## src/include/microcore_pkg.sv

```systemverilog
// Contract
// - limit load from memory, then apply shortcuts
// - reset bit clears counter, else keeps count
// - index bit: 0 direct, 1 indexed address
// - indexed address adds stored base value
// - shortcut: keep, off, on, invert
// - shortcuts act on mapped output positions
// - selector 00..11 picks limit one..four
// - limit load word layout, tag 01
// - upper immediate byte takes operand
// - clear bit zeroes upper immediate byte
// - upper immediate word layout, ends 11
// - lower immediate byte load or clear
// - lower immediate word layout, ends 10
// - jump target a load, tag 1000
// - jump target b load, tag 1001
// - memory word into chosen core register
// - memory load word layout, tag 10
// - multiply, high register holds upper half
// - multiply takes 17 core cycles
// - multiply updates three condition flags
// - multiply word layout, tag 0010110110
// - low register holds lower product half
package microcore_pkg;
    localparam int ADR_W = 9;
    localparam int WORD_W = 16;
    localparam int MEM_AW = 6;
    localparam int MUL_CYCLES = 17;

    localparam logic [ADR_W-1:0] OFS_INSTR = 9'h000;
    localparam logic [ADR_W-1:0] OFS_STATUS = 9'h004;
    localparam logic [ADR_W-1:0] OFS_IMM = 9'h008;
    localparam logic [ADR_W-1:0] OFS_JUMP_A = 9'h00c;
    localparam logic [ADR_W-1:0] OFS_JUMP_B = 9'h010;
    localparam logic [ADR_W-1:0] OFS_PROD_HIGH = 9'h014;
    localparam logic [ADR_W-1:0] OFS_PROD_LOW = 9'h018;
    localparam logic [ADR_W-1:0] OFS_OUTPUTS = 9'h01c;
    localparam logic [3:0] OFS_LIMIT_BASE = 4'h2;
    localparam logic [3:0] OFS_CORE_BASE = 4'h2;

    localparam logic [1:0] TAG_LDCD = 2'h1;
    localparam logic [1:0] TAG_LOAD = 2'h2;
    localparam logic [1:0] TAG_LOAD_END = 2'h2;
    localparam logic [3:0] TAG_JUMP_A = 4'h8;
    localparam logic [3:0] TAG_JUMP_B = 4'h9;
    localparam logic [1:0] TAG_JUMP_END = 2'h0;
    localparam logic [4:0] TAG_IMM = 5'h07;
    localparam logic [1:0] TAG_IMM_HIGH = 2'h3;
    localparam logic [1:0] TAG_IMM_LOW = 2'h2;
    localparam logic [9:0] TAG_MUL = 10'h0b6;

    localparam logic [1:0] ACT_KEEP = 2'h0;
    localparam logic [1:0] ACT_OFF = 2'h1;
    localparam logic [1:0] ACT_ON = 2'h2;
    localparam logic [1:0] ACT_TOGGLE = 2'h3;

    localparam logic [WORD_W-1:0] WORD_RESET = 16'h0000;

    typedef enum logic [2:0] {
        OP_NONE     = 3'b000,
        OP_LDCD     = 3'b001,
        OP_IMM_HIGH = 3'b010,
        OP_IMM_LOW  = 3'b011,
        OP_JUMP_A   = 3'b100,
        OP_JUMP_B   = 3'b101,
        OP_LOAD     = 3'b110,
        OP_MUL      = 3'b111
    } op_t;
endpackage : microcore_pkg

```

## src/logic/microcore_load_mul_decode.sv

```systemverilog
`timescale 1ns/1ps
module microcore_load_mul_decode
    import microcore_pkg::*;
#(
    parameter int OUT_W = 8
) (
    input  wire logic                     clk_i,
    input  wire logic                     rst_i,
    input  wire logic                     cyc_i,
    input  wire logic                     stb_i,
    input  wire logic                     we_i,
    input  wire logic [ADR_W-1:0]         adr_i,
    input  wire logic [3:0]               sel_i,
    input  wire logic [31:0]              dat_i,
    output logic      [31:0]              dat_o,
    output logic                          ack_o,
    input  wire logic [MEM_AW-1:0]        base_addr_i,
    input  wire logic [$clog2(OUT_W)-1:0] shortcut_map_a_i,
    input  wire logic [$clog2(OUT_W)-1:0] shortcut_map_b_i,
    output logic      [OUT_W-1:0]         outputs_o,
    output logic      [1:0]               count_sel_o,
    output logic                          count_load_o,
    output logic                          count_reset_o
);
    function automatic op_t classify(input logic [WORD_W-1:0] w);
        if (w[15:14] == TAG_LDCD) begin
            return OP_LDCD;
        end else if (w[15:14] == TAG_LOAD && w[1:0] == TAG_LOAD_END) begin
            return OP_LOAD;
        end else if (w[15:12] == TAG_JUMP_A && w[1:0] == TAG_JUMP_END) begin
            return OP_JUMP_A;
        end else if (w[15:12] == TAG_JUMP_B && w[1:0] == TAG_JUMP_END) begin
            return OP_JUMP_B;
        end else if (w[15:11] == TAG_IMM && w[1:0] == TAG_IMM_HIGH) begin
            return OP_IMM_HIGH;
        end else if (w[15:11] == TAG_IMM && w[1:0] == TAG_IMM_LOW) begin
            return OP_IMM_LOW;
        end else if (w[15:6] == TAG_MUL) begin
            return OP_MUL;
        end
        return OP_NONE;
    endfunction : classify

    // base add wraps inside the 64-word scratch memory
    function automatic logic [MEM_AW-1:0] eff_addr(
        input logic              indexed,
        input logic [MEM_AW-1:0] addr,
        input logic [MEM_AW-1:0] base
    );
        logic [MEM_AW-1:0] sum;
        sum = addr + base;
        return indexed ? sum : addr;
    endfunction : eff_addr

    function automatic logic [WORD_W-1:0] merge16(
        input logic [WORD_W-1:0] old,
        input logic [31:0]       data,
        input logic [3:0]        sel
    );
        logic [WORD_W-1:0] res;
        res = old;
        if (sel[0]) begin
            res[7:0] = data[7:0];
        end
        if (sel[1]) begin
            res[15:8] = data[15:8];
        end
        return res;
    endfunction : merge16

    logic [WORD_W-1:0]   scratch_mem [2**MEM_AW];
    logic [WORD_W-1:0]   core_reg_set [8];
    logic [WORD_W-1:0]   count_limit_reg [4];
    logic [WORD_W-1:0]   immediate_word_reg;
    logic [WORD_W-1:0]   jump_target_a;
    logic [WORD_W-1:0]   jump_target_b;
    logic [WORD_W-1:0]   product_high;
    logic [WORD_W-1:0]   product_low;
    logic                product_overflow_flag;
    logic                precision_loss_flag;
    logic                operation_done_flag;

    logic                bus_req;
    logic                wr_fire;
    logic                issue_stall;
    logic                issue;
    logic [WORD_W-1:0]   instr;
    op_t                 op;
    logic                indexed_addr_mode;
    logic                counter_clear;
    logic [1:0]          shortcut_action_a;
    logic [1:0]          shortcut_action_b;
    logic [1:0]          limit_sel;
    logic [MEM_AW-1:0]   mem_addr;
    logic [MEM_AW-1:0]   mem_eff;
    logic [WORD_W-1:0]   mem_word;
    logic [2:0]          first_operand_reg;
    logic [2:0]          second_operand_reg;
    logic [2:0]          load_dest;
    logic                clear_upper_byte;
    logic                clear_lower_byte;
    logic [7:0]          byte_operand;
    logic [9:0]          jump_target_operand;
    logic [OUT_W-1:0]    after_a;
    logic [OUT_W-1:0]    after_b;
    logic                mul_busy;
    logic                mul_done;
    logic [2*WORD_W-1:0] product_pair;
    logic [31:0]         rd_mux;

    assign bus_req = cyc_i && stb_i;
    assign wr_fire = bus_req && we_i && ack_o;
    // a new instruction waits for the running multiply
    assign issue_stall = we_i && adr_i == OFS_INSTR && mul_busy;
    assign issue = wr_fire && adr_i == OFS_INSTR && sel_i[1:0] == 2'b11;
    assign instr = dat_i[WORD_W-1:0];
    assign op = issue ? classify(instr) : OP_NONE;

    assign indexed_addr_mode = (op == OP_LOAD) ? instr[2] : instr[13];
    assign counter_clear = instr[12];
    assign shortcut_action_a = instr[11:10];
    assign shortcut_action_b = instr[9:8];
    assign limit_sel = instr[7:6];
    assign mem_addr = (op == OP_LOAD) ? instr[11:6] : instr[5:0];
    assign first_operand_reg = instr[2:0];
    assign second_operand_reg = instr[5:3];
    assign load_dest = instr[5:3];
    assign clear_upper_byte = instr[10];
    assign clear_lower_byte = instr[10];
    assign byte_operand = instr[9:2];
    assign jump_target_operand = instr[11:2];
    assign mem_eff = eff_addr(indexed_addr_mode, mem_addr, base_addr_i);
    assign mem_word = scratch_mem[mem_eff];

    shortcut_apply #(
        .OUT_W    (OUT_W)
    ) u_shortcut_a (
        .state_i  (outputs_o),
        .map_i    (shortcut_map_a_i),
        .action_i (shortcut_action_a),
        .state_o  (after_a)
    );

    shortcut_apply #(
        .OUT_W    (OUT_W)
    ) u_shortcut_b (
        .state_i  (after_a),
        .map_i    (shortcut_map_b_i),
        .action_i (shortcut_action_b),
        .state_o  (after_b)
    );

    seq_multiplier u_mul (
        .clk_i     (clk_i),
        .rst_i     (rst_i),
        .start_i   (op == OP_MUL),
        .a_i       (core_reg_set[first_operand_reg]),
        .b_i       (core_reg_set[second_operand_reg]),
        .busy_o    (mul_busy),
        .done_o    (mul_done),
        .product_o (product_pair)
    );

    // registered ack, dropped the cycle after it is given
    always_ff @(posedge clk_i) begin
        if (rst_i) begin
            ack_o <= 1'b0;
            dat_o <= 32'h0000_0000;
        end else begin
            ack_o <= bus_req && !ack_o && !issue_stall;
            if (bus_req && !ack_o) begin
                dat_o <= rd_mux;
            end
        end
    end

    always_comb begin
        rd_mux = 32'h0000_0000;
        if (adr_i[8]) begin
            rd_mux = {16'h0000, scratch_mem[adr_i[7:2]]};
        end else if (adr_i[8:5] == OFS_CORE_BASE) begin
            rd_mux = {16'h0000, core_reg_set[adr_i[4:2]]};
        end else if (adr_i[8:4] == {1'b0, OFS_LIMIT_BASE}) begin
            rd_mux = {16'h0000, count_limit_reg[adr_i[3:2]]};
        end else begin
            case (adr_i)
                OFS_STATUS:    rd_mux = {28'h0000000, mul_busy, operation_done_flag,
                                         precision_loss_flag, product_overflow_flag};
                OFS_IMM:       rd_mux = {16'h0000, immediate_word_reg};
                OFS_JUMP_A:    rd_mux = {16'h0000, jump_target_a};
                OFS_JUMP_B:    rd_mux = {16'h0000, jump_target_b};
                OFS_PROD_HIGH: rd_mux = {16'h0000, product_high};
                OFS_PROD_LOW:  rd_mux = {16'h0000, product_low};
                OFS_OUTPUTS:   rd_mux = 32'(outputs_o);
                default:       rd_mux = 32'h0000_0000;
            endcase
        end
    end

    // scratch memory has no reset; software fills it before use
    always_ff @(posedge clk_i) begin
        if (wr_fire && adr_i[8]) begin
            scratch_mem[adr_i[7:2]] <= merge16(scratch_mem[adr_i[7:2]], dat_i, sel_i);
        end
    end

    always_ff @(posedge clk_i) begin
        if (rst_i) begin
            for (int i = 0; i < 8; i++) begin
                core_reg_set[i] <= WORD_RESET;
            end
        end else if (op == OP_LOAD) begin
            core_reg_set[load_dest] <= mem_word;
        end else if (wr_fire && adr_i[8:5] == OFS_CORE_BASE) begin
            core_reg_set[adr_i[4:2]] <= merge16(core_reg_set[adr_i[4:2]], dat_i, sel_i);
        end
    end

    always_ff @(posedge clk_i) begin
        if (rst_i) begin
            for (int i = 0; i < 4; i++) begin
                count_limit_reg[i] <= WORD_RESET;
            end
        end else if (op == OP_LDCD) begin
            count_limit_reg[limit_sel] <= mem_word;
        end
    end

    // counter itself lives outside; it sees a load pulse and a clear pulse
    always_ff @(posedge clk_i) begin
        if (rst_i) begin
            count_sel_o   <= 2'h0;
            count_load_o  <= 1'b0;
            count_reset_o <= 1'b0;
        end else begin
            count_load_o  <= op == OP_LDCD;
            count_reset_o <= op == OP_LDCD && counter_clear;
            if (op == OP_LDCD) begin
                count_sel_o <= limit_sel;
            end
        end
    end

    // first shortcut applied, then second on its result
    always_ff @(posedge clk_i) begin
        if (rst_i) begin
            outputs_o <= '0;
        end else if (op == OP_LDCD) begin
            outputs_o <= after_b;
        end
    end

    always_ff @(posedge clk_i) begin
        if (rst_i) begin
            immediate_word_reg <= WORD_RESET;
        end else if (op == OP_IMM_HIGH) begin
            immediate_word_reg[15:8] <= clear_upper_byte ? 8'h00 : byte_operand;
        end else if (op == OP_IMM_LOW) begin
            immediate_word_reg[7:0] <= clear_lower_byte ? 8'h00 : byte_operand;
        end
    end

    always_ff @(posedge clk_i) begin
        if (rst_i) begin
            jump_target_a <= WORD_RESET;
            jump_target_b <= WORD_RESET;
        end else if (op == OP_JUMP_A) begin
            jump_target_a <= {6'h00, jump_target_operand};
        end else if (op == OP_JUMP_B) begin
            jump_target_b <= {6'h00, jump_target_operand};
        end
    end

    // plain multiply never shifts, so precision loss stays clear
    always_ff @(posedge clk_i) begin
        if (rst_i) begin
            product_high          <= WORD_RESET;
            product_low           <= WORD_RESET;
            product_overflow_flag <= 1'b0;
            precision_loss_flag   <= 1'b0;
            operation_done_flag   <= 1'b0;
        end else if (op == OP_MUL) begin
            operation_done_flag <= 1'b0;
        end else if (mul_done) begin
            product_high          <= product_pair[31:16];
            product_low           <= product_pair[15:0];
            product_overflow_flag <= product_pair[31:16] != 16'h0000;
            precision_loss_flag   <= 1'b0;
            operation_done_flag   <= 1'b1;
        end
    end
endmodule : microcore_load_mul_decode

```

## src/logic/shortcut_apply.sv

```systemverilog
`timescale 1ns/1ps
module shortcut_apply
    import microcore_pkg::*;
#(
    parameter int OUT_W = 8
) (
    input  wire logic [OUT_W-1:0]         state_i,
    input  wire logic [$clog2(OUT_W)-1:0] map_i,
    input  wire logic [1:0]               action_i,
    output logic      [OUT_W-1:0]         state_o
);
    always_comb begin
        state_o = state_i;
        case (action_i)
            ACT_OFF:    state_o[map_i] = 1'b0;
            ACT_ON:     state_o[map_i] = 1'b1;
            ACT_TOGGLE: state_o[map_i] = ~state_i[map_i];
            default:    state_o = state_i;
        endcase
    end
endmodule : shortcut_apply

```

## src/logic/seq_multiplier.sv

```systemverilog
`timescale 1ns/1ps
module seq_multiplier
    import microcore_pkg::*;
(
    input  wire logic              clk_i,
    input  wire logic              rst_i,
    input  wire logic              start_i,
    input  wire logic [WORD_W-1:0] a_i,
    input  wire logic [WORD_W-1:0] b_i,
    output logic                   busy_o,
    output logic                   done_o,
    output logic [2*WORD_W-1:0]    product_o
);
    // one shift-add step per cycle plus a final write-back cycle
    logic [2*WORD_W-1:0] acc;
    logic [2*WORD_W-1:0] mcand;
    logic [WORD_W-1:0]   mplier;
    logic [4:0]          step;

    always_ff @(posedge clk_i) begin
        if (rst_i) begin
            busy_o    <= 1'b0;
            done_o    <= 1'b0;
            step      <= 5'h00;
            acc       <= 32'h0000_0000;
            mcand     <= 32'h0000_0000;
            mplier    <= 16'h0000;
            product_o <= 32'h0000_0000;
        end else begin
            done_o <= 1'b0;
            if (start_i && !busy_o) begin
                busy_o <= 1'b1;
                step   <= 5'h00;
                acc    <= 32'h0000_0000;
                mcand  <= {16'h0000, a_i};
                mplier <= b_i;
            end else if (busy_o) begin
                if (step == 5'(MUL_CYCLES - 1)) begin
                    busy_o <= 1'b0;
                end else begin
                    // result leaves with the last add so it lands as busy falls
                    if (step == 5'(MUL_CYCLES - 2)) begin
                        product_o <= mplier[0] ? acc + mcand : acc;
                        done_o    <= 1'b1;
                    end
                    if (mplier[0]) begin
                        acc <= acc + mcand;
                    end
                    mcand  <= {mcand[2*WORD_W-2:0], 1'b0};
                    mplier <= {1'b0, mplier[WORD_W-1:1]};
                    step   <= step + 5'h01;
                end
            end
        end
    end
endmodule : seq_multiplier

```

## config.mk

```make
export PLATFORM = sky130hd
export DESIGN_NAME = microcore_load_mul_decode
export DESIGN_NICKNAME = d
export VERILOG_FILES = /design/src/include/microcore_pkg.sv /design/src/logic/microcore_load_mul_decode.sv /design/src/logic/shortcut_apply.sv /design/src/logic/seq_multiplier.sv
export SDC_FILE = /design/constraint.sdc
export NUM_CORES = 2
export LEC_CHECK = 0
export BUFFER_PORTS_ARGS = -buffer_cell sky130_fd_sc_hd__buf_2
export CORE_UTILIZATION = 35
export CTS_BUF_LIST = sky130_fd_sc_hd__clkbuf_8 sky130_fd_sc_hd__clkbuf_16
export CTS_CLUSTER_DIAMETER = 30
export DETAILED_ROUTE_END_ITERATION = 7
export PLACE_DENSITY = 0.6
export SLEW_MARGIN = 25
export SYNTH_ARGS = -nofsm -noshare
export SYNTH_HDL_FRONTEND = slang
export SYNTH_SLANG_ARGS = --single-unit
```

## constraint.sdc

```tcl
create_clock -name clk_i -period 7.9 [get_ports clk_i]
set_input_delay 0.395 -clock clk_i [delete_from_list [all_inputs] [get_ports clk_i]]
set_output_delay 0.395 -clock clk_i [all_outputs]
set_load 0.02 [all_outputs]
```

### Word level (Yosys, flattened, before mapping)

Memories as Yosys holds them, arrays and structs flattened.
Index checks and enable logic that the tools add are counted.

* input port bits: 62
* memories: 3
* RAM bits: 1216
* output and inout bits: 45
* register bits: 234

Memory list
* scratch_mem: words 64, width 16, read ports 2, clocked after memory_dff 0, write ports 1, RTL line microcore_load_mul_decode.sv:71 `logic [WORD_W-1:0] scratch_mem [2**MEM_AW];`
* core_reg_set: words 8, width 16, read ports 3, clocked after memory_dff 0, write ports 8, RTL line microcore_load_mul_decode.sv:72 `logic [WORD_W-1:0] core_reg_set [8];`
* count_limit_reg: words 4, width 16, read ports 1, clocked after memory_dff 0, write ports 4, RTL line microcore_load_mul_decode.sv:73 `logic [WORD_W-1:0] count_limit_reg [4];`

* muxes and demuxes: 82
* reductions and logical operators: 39
* add/subtract/negate cells: 3
* bitwise operators: 14
* magnitude comparators: 4
* equal/unequal tests: 34

Operators with widths (count)
* 2-to-1 mux 16 bit: 12
* one-hot mux 16 bit (7 select lines): 1
* 2-to-1 mux 8 bit: 13
* one-hot mux 8 bit (3 select lines): 2
* OR reduction 16 bit: 3
* == test 9 x 5 -> 1 bit (second input constant): 4
* 2-to-1 mux 1 bit: 33
* 2-to-1 mux 3 bit: 11
* adder 32 bit: 1
* 2-to-1 mux 32 bit: 1
* logical AND 1 bit: 20
* == test 9 x 4 -> 1 bit (second input constant): 2
* bitwise AND 8 bit: 2
* bitwise mux 8 bit: 2
* == test 2 bit (second input constant): 8
* NOT 8 bit: 2
* OR 8 bit: 2
* nonzero test 16 bit: 1
* == test 3 bit (second input constant): 4
* 2-to-1 mux 6 bit: 2
* == test 10 x 8 -> 1 bit (second input constant): 1
* AND reduction 2 bit: 5
* == test 9 x 3 -> 1 bit (second input constant): 1
* zero test 9 bit: 1
* other kinds (24): 42

### Logic depth before layout (Yosys ltp)

* depth in word-level cells: 17
* mapped depth: 23
* mapped depth without buffers: 18

### Cells and area by module

Synthesis repeated with hierarchy kept, for this count alone.

* cells, all modules: 5666
* area, all modules: 72346.9 um2

Modules (own cells, without submodules)
* microcore_load_mul_decode: area an instance 65556.6 um2, seq. area each 38496.9 um2, times used 1, cells an instance 4828
* seq_multiplier: area an instance 6257.3 um2, seq. area each 2382.3 um2, times used 1, cells an instance 780
* shortcut_apply at u_shortcut_a: area an instance 269.0 um2, seq. area each 0.0 um2, times used 1, cells an instance 29
* shortcut_apply at u_shortcut_b: area an instance 264.0 um2, seq. area each 0.0 um2, times used 1, cells an instance 29

### Worst setup path before layout

OpenSTA, ideal clock, no wires.

* path kind: input to register
* start: input port dat_i[9]
* end: memory core_reg_set[6][2] (data pin)
* arrival time: 4998 ps
* cell stages on the path: 21
* path buffers: 5
* path slack: 2642 ps
* required time: 7640 ps
* path through: clkbuf_1 -> nand4bb_1 -> o31a_1 -> or2_0 -> clkbuf_1 -> or3_1 -> buf_2 -> o21a_1 -> fa_1 -> nand2_1 -> o21a_1 -> mux2i_1 -> buf_2 -> buf_1 -> mux2i_1 -> mux2i_1 -> o221ai_1 -> a31oi_1 -> nor4_2 -> o21a_1 -> nor2_1

RTL lines
* start: declaration: RTL line microcore_load_mul_decode.sv:14 `input wire logic [31:0] dat_i,`
* end: declaration: RTL line microcore_load_mul_decode.sv:72

==> metrics.cfg <==
[timing]
drv_slew=0
setup_viol=0
finalSetupTns_ns=0
clock_skew_ns=0.07766
rsz0062_at_grt=false
worst_hold_slack_ns=0.06044
fmax_mhz=132.5
fin_crit_sh=0.9556
min_period_ns=7.549
final-hold-violation-count=0
postLayoutSetupSlackWorst_ns=0.3507
max_slew_margin=0.2024
tightest_slew_ns=1.193

[placement]
port_buffers=72
gp_congestion=0.9601
postPlaceCellArea_mm2=0.07505
dp_hpwl_mm=160.5
place_ws_ns=0.4056

[layout]
multiInputGateArea_mm2=0.02858
fin_area_mm2=0.08562
utilization=0.4271
largest_reg_flops=1024
drive_gt1_frac=0.2387
nets=5747
areaGrowthSynthToFinish_pct=20.84
regArea_mm2=0.04088
n_fill_cell=17966

[detailed_routing]
wire_per_inst_um=29.78
drc=0
vias=51726
wirelength_mm=254.4
ant_nets=0
firstDrtPassIters=7
viasPerCell=6.056
drt_iter0_drc=6835

[floorplanning]
die_h_um=452.0
die_area_mm2=0.2043
die_x_um=452.0
design.core.area_mm2=0.2005
start_util=0.3535
rows=164
pin_count=107

[power_and_ir_drop]
leakage_uw=0.02984
power_density_mw_per_mm2=279.6
ir_drop_uv=200.1

[cts]
root_buffer=clkbuf_16
cts_made_buffers=314
h-tree-depth=5
hold_buffers=9
post_cts_buffers=0
cts_sinks=1434
cts_resized=0
cts_tree=done
clk_pin_slew_ns=0.05
cts.path.max_buffers=4
clock_latency_ns=0.94

[status]
run_status=finished clean

[critical_path]
cp_slowest_cell=nor2_2
cp-start-kind=input port
critPathArrivalTime_ns=8.14
worstPathRequired_ns=8.49
path_cells=dlygate4sd3_1, buf_2, nand4bb_1, o31a_1, or2_0, or3_1, o21a_1, ha_1, a211oi_1, o21ba_2, o22ai_1, mux2_4, nor2_2, buf_4, a32oi_1, a31oi_1, nor3_1, nor3_1, buf_4, o41ai_2, nor2b_1
critPathKind=input port to register
cp_slowest_stage_delay_ns=0.87
crit_fanout=10
critPathCaptureType=register

[grt]
grtUsageMet2=0.3692
antenna_found_initial=18
grt_overflow=0
grt_max_degree=150
gr-usage-met3=0.07784
grt_pass1_vias=50229
top_usage_layer=met2
grt_util_met1=0.3055
grt_first_pass_wirelength_mm=359.0
grt_use_total=0.2438

[synthesis]
synth-edff-count=1216
ys_warn_count=0
synth-seq-cells=1434
synthCells=5432
yosys.cell_types.count=97
synth-main-ff-cell=edfxtp_1
ys_async_sr_fraction=0
seq_area_frac_synth=0.5769
synth_area_per_cell_um2=13.04
synthesis.area_mm2=0.07086

[worst_hold_path]
hold_path_class=input port to register

[run]
max-cap-violations=0

## cell type report
class | instances | area share
clock buffer | 331 | 0.09568
multi-input combinational | 3569 | 0.3338
tap | 2656 | 0.03881
timing repair buffer | 298 | 0.02641
sequential | 1434 | 0.4774
antenna | 7 | 0.0002046
inverter | 27 | 0.001184
clock inverter | 219 | 0.02642
## final timing paths
check | depth (start not counted) | slack, ns | endpoint | from
setup / recovery | 21 | 0.35 | core_reg_set[3][1] | dat_i[12]
setup reg to reg | 18 | 0.61 | core_reg_set[3][1] | ack_o
hold reg to reg | 2 | 0.45 | product_low[14] | u_mul.product_o[14]
hold / removal | 4 | 0.06 | dat_o[6] | adr_i[8]
## logic make-up after synthesis
logic type                 count (synthesis)  share of synthesized area
and+or+nand+nor                         1969                     0.1208
DFF                                     1434                     0.5769
muxes                                    865                     0.2015
AOI/OAI and AO/OA                        643                    0.06237
other                                      1                 0.00005292
xor gates and xnor gates                  35                   0.004326
adders and majority gates                 41                   0.007452
buffers and inverters                    444                    0.02663
## cells in the mapped netlist (all sizes together) (9+ instances only)
master  number  area (µm²)
clkbuf     244       915.9
o211ai      19       142.6
nand2      903        3390
a21o         9       67.56
a31oi       26       162.7
a21oi      170       854.6
a22oi       34       255.2
mux4       444       10000
mux2        46       518.0
nor3        27       135.1
a311oi      28       245.2
nand2b      13       81.33
dfxtp      218        4364
nor2       487        1848
inv         26       97.59
nor2b       44       275.3
nor4        31       246.5
nand4       51       325.3
o21ai       98       490.5
o21a         9       67.56
a211oi      63       478.0
a221oi      41       359.1
o22ai       17       106.4
edfxtp    1216       36520
xnor2       22       192.7
and3        37       231.5
xor2        13       113.9
nand3      316        1582
and2        16       100.1
a32oi       48       420.4
o31ai        9       67.56
buf        173       869.6
ha          39       488.0
mux2i      375        3757
## power by group
group          internal, µW  switching (µW)
registers              8380            24.7
logic                   790            1800
clock network          8730            4220
## per-stage QoR
step	cells	total power, µW
after global routing	8538	24460
after floorplan	5447	10010
after CTS	8534	23940
final	8541	23940
after detailed placement	7975	11050
after global placement	7975	11020
## placed cells by master, fill, tap and decap left out, drive strengths merged, types with 41 or more instances in the layout
cell type and count:
nor2b 44, clkinv 94, nand3 316, inv 82
o21ai 98, a211oi 63, a21oi 170, buf 289
mux4 444, clkbuf 331, dfxtp 218, mux2i 375
nand4 51, edfxtp 1216, nor2 487, mux2 46
a221oi 41, a32oi 48, nand2 903
## per-layer routing
| layer | part of all wire | vias up |
|---|---|---|
| met2 | 0.45 | 3371 |
| met3 | 0.12 | 736 |
| met1 | 0.37 | 26151 |
| li1 | - | 21458 |
| met5 | 0.00024 | - |
| met4 | 0.063 | 10 |
## critical path: cells and delay by family
family / cells / cell delay, ns
AO/OA/AOI/OAI: 8 / 2.42
multiplexers: 1 / 0.38
adder cells (fa/ha/maj): 1 / 0.28
AND/OR/NAND/NOR: 7 / 3.20
buffers and inverters: 4 / 1.44
(Power assumes the default switching activity.)
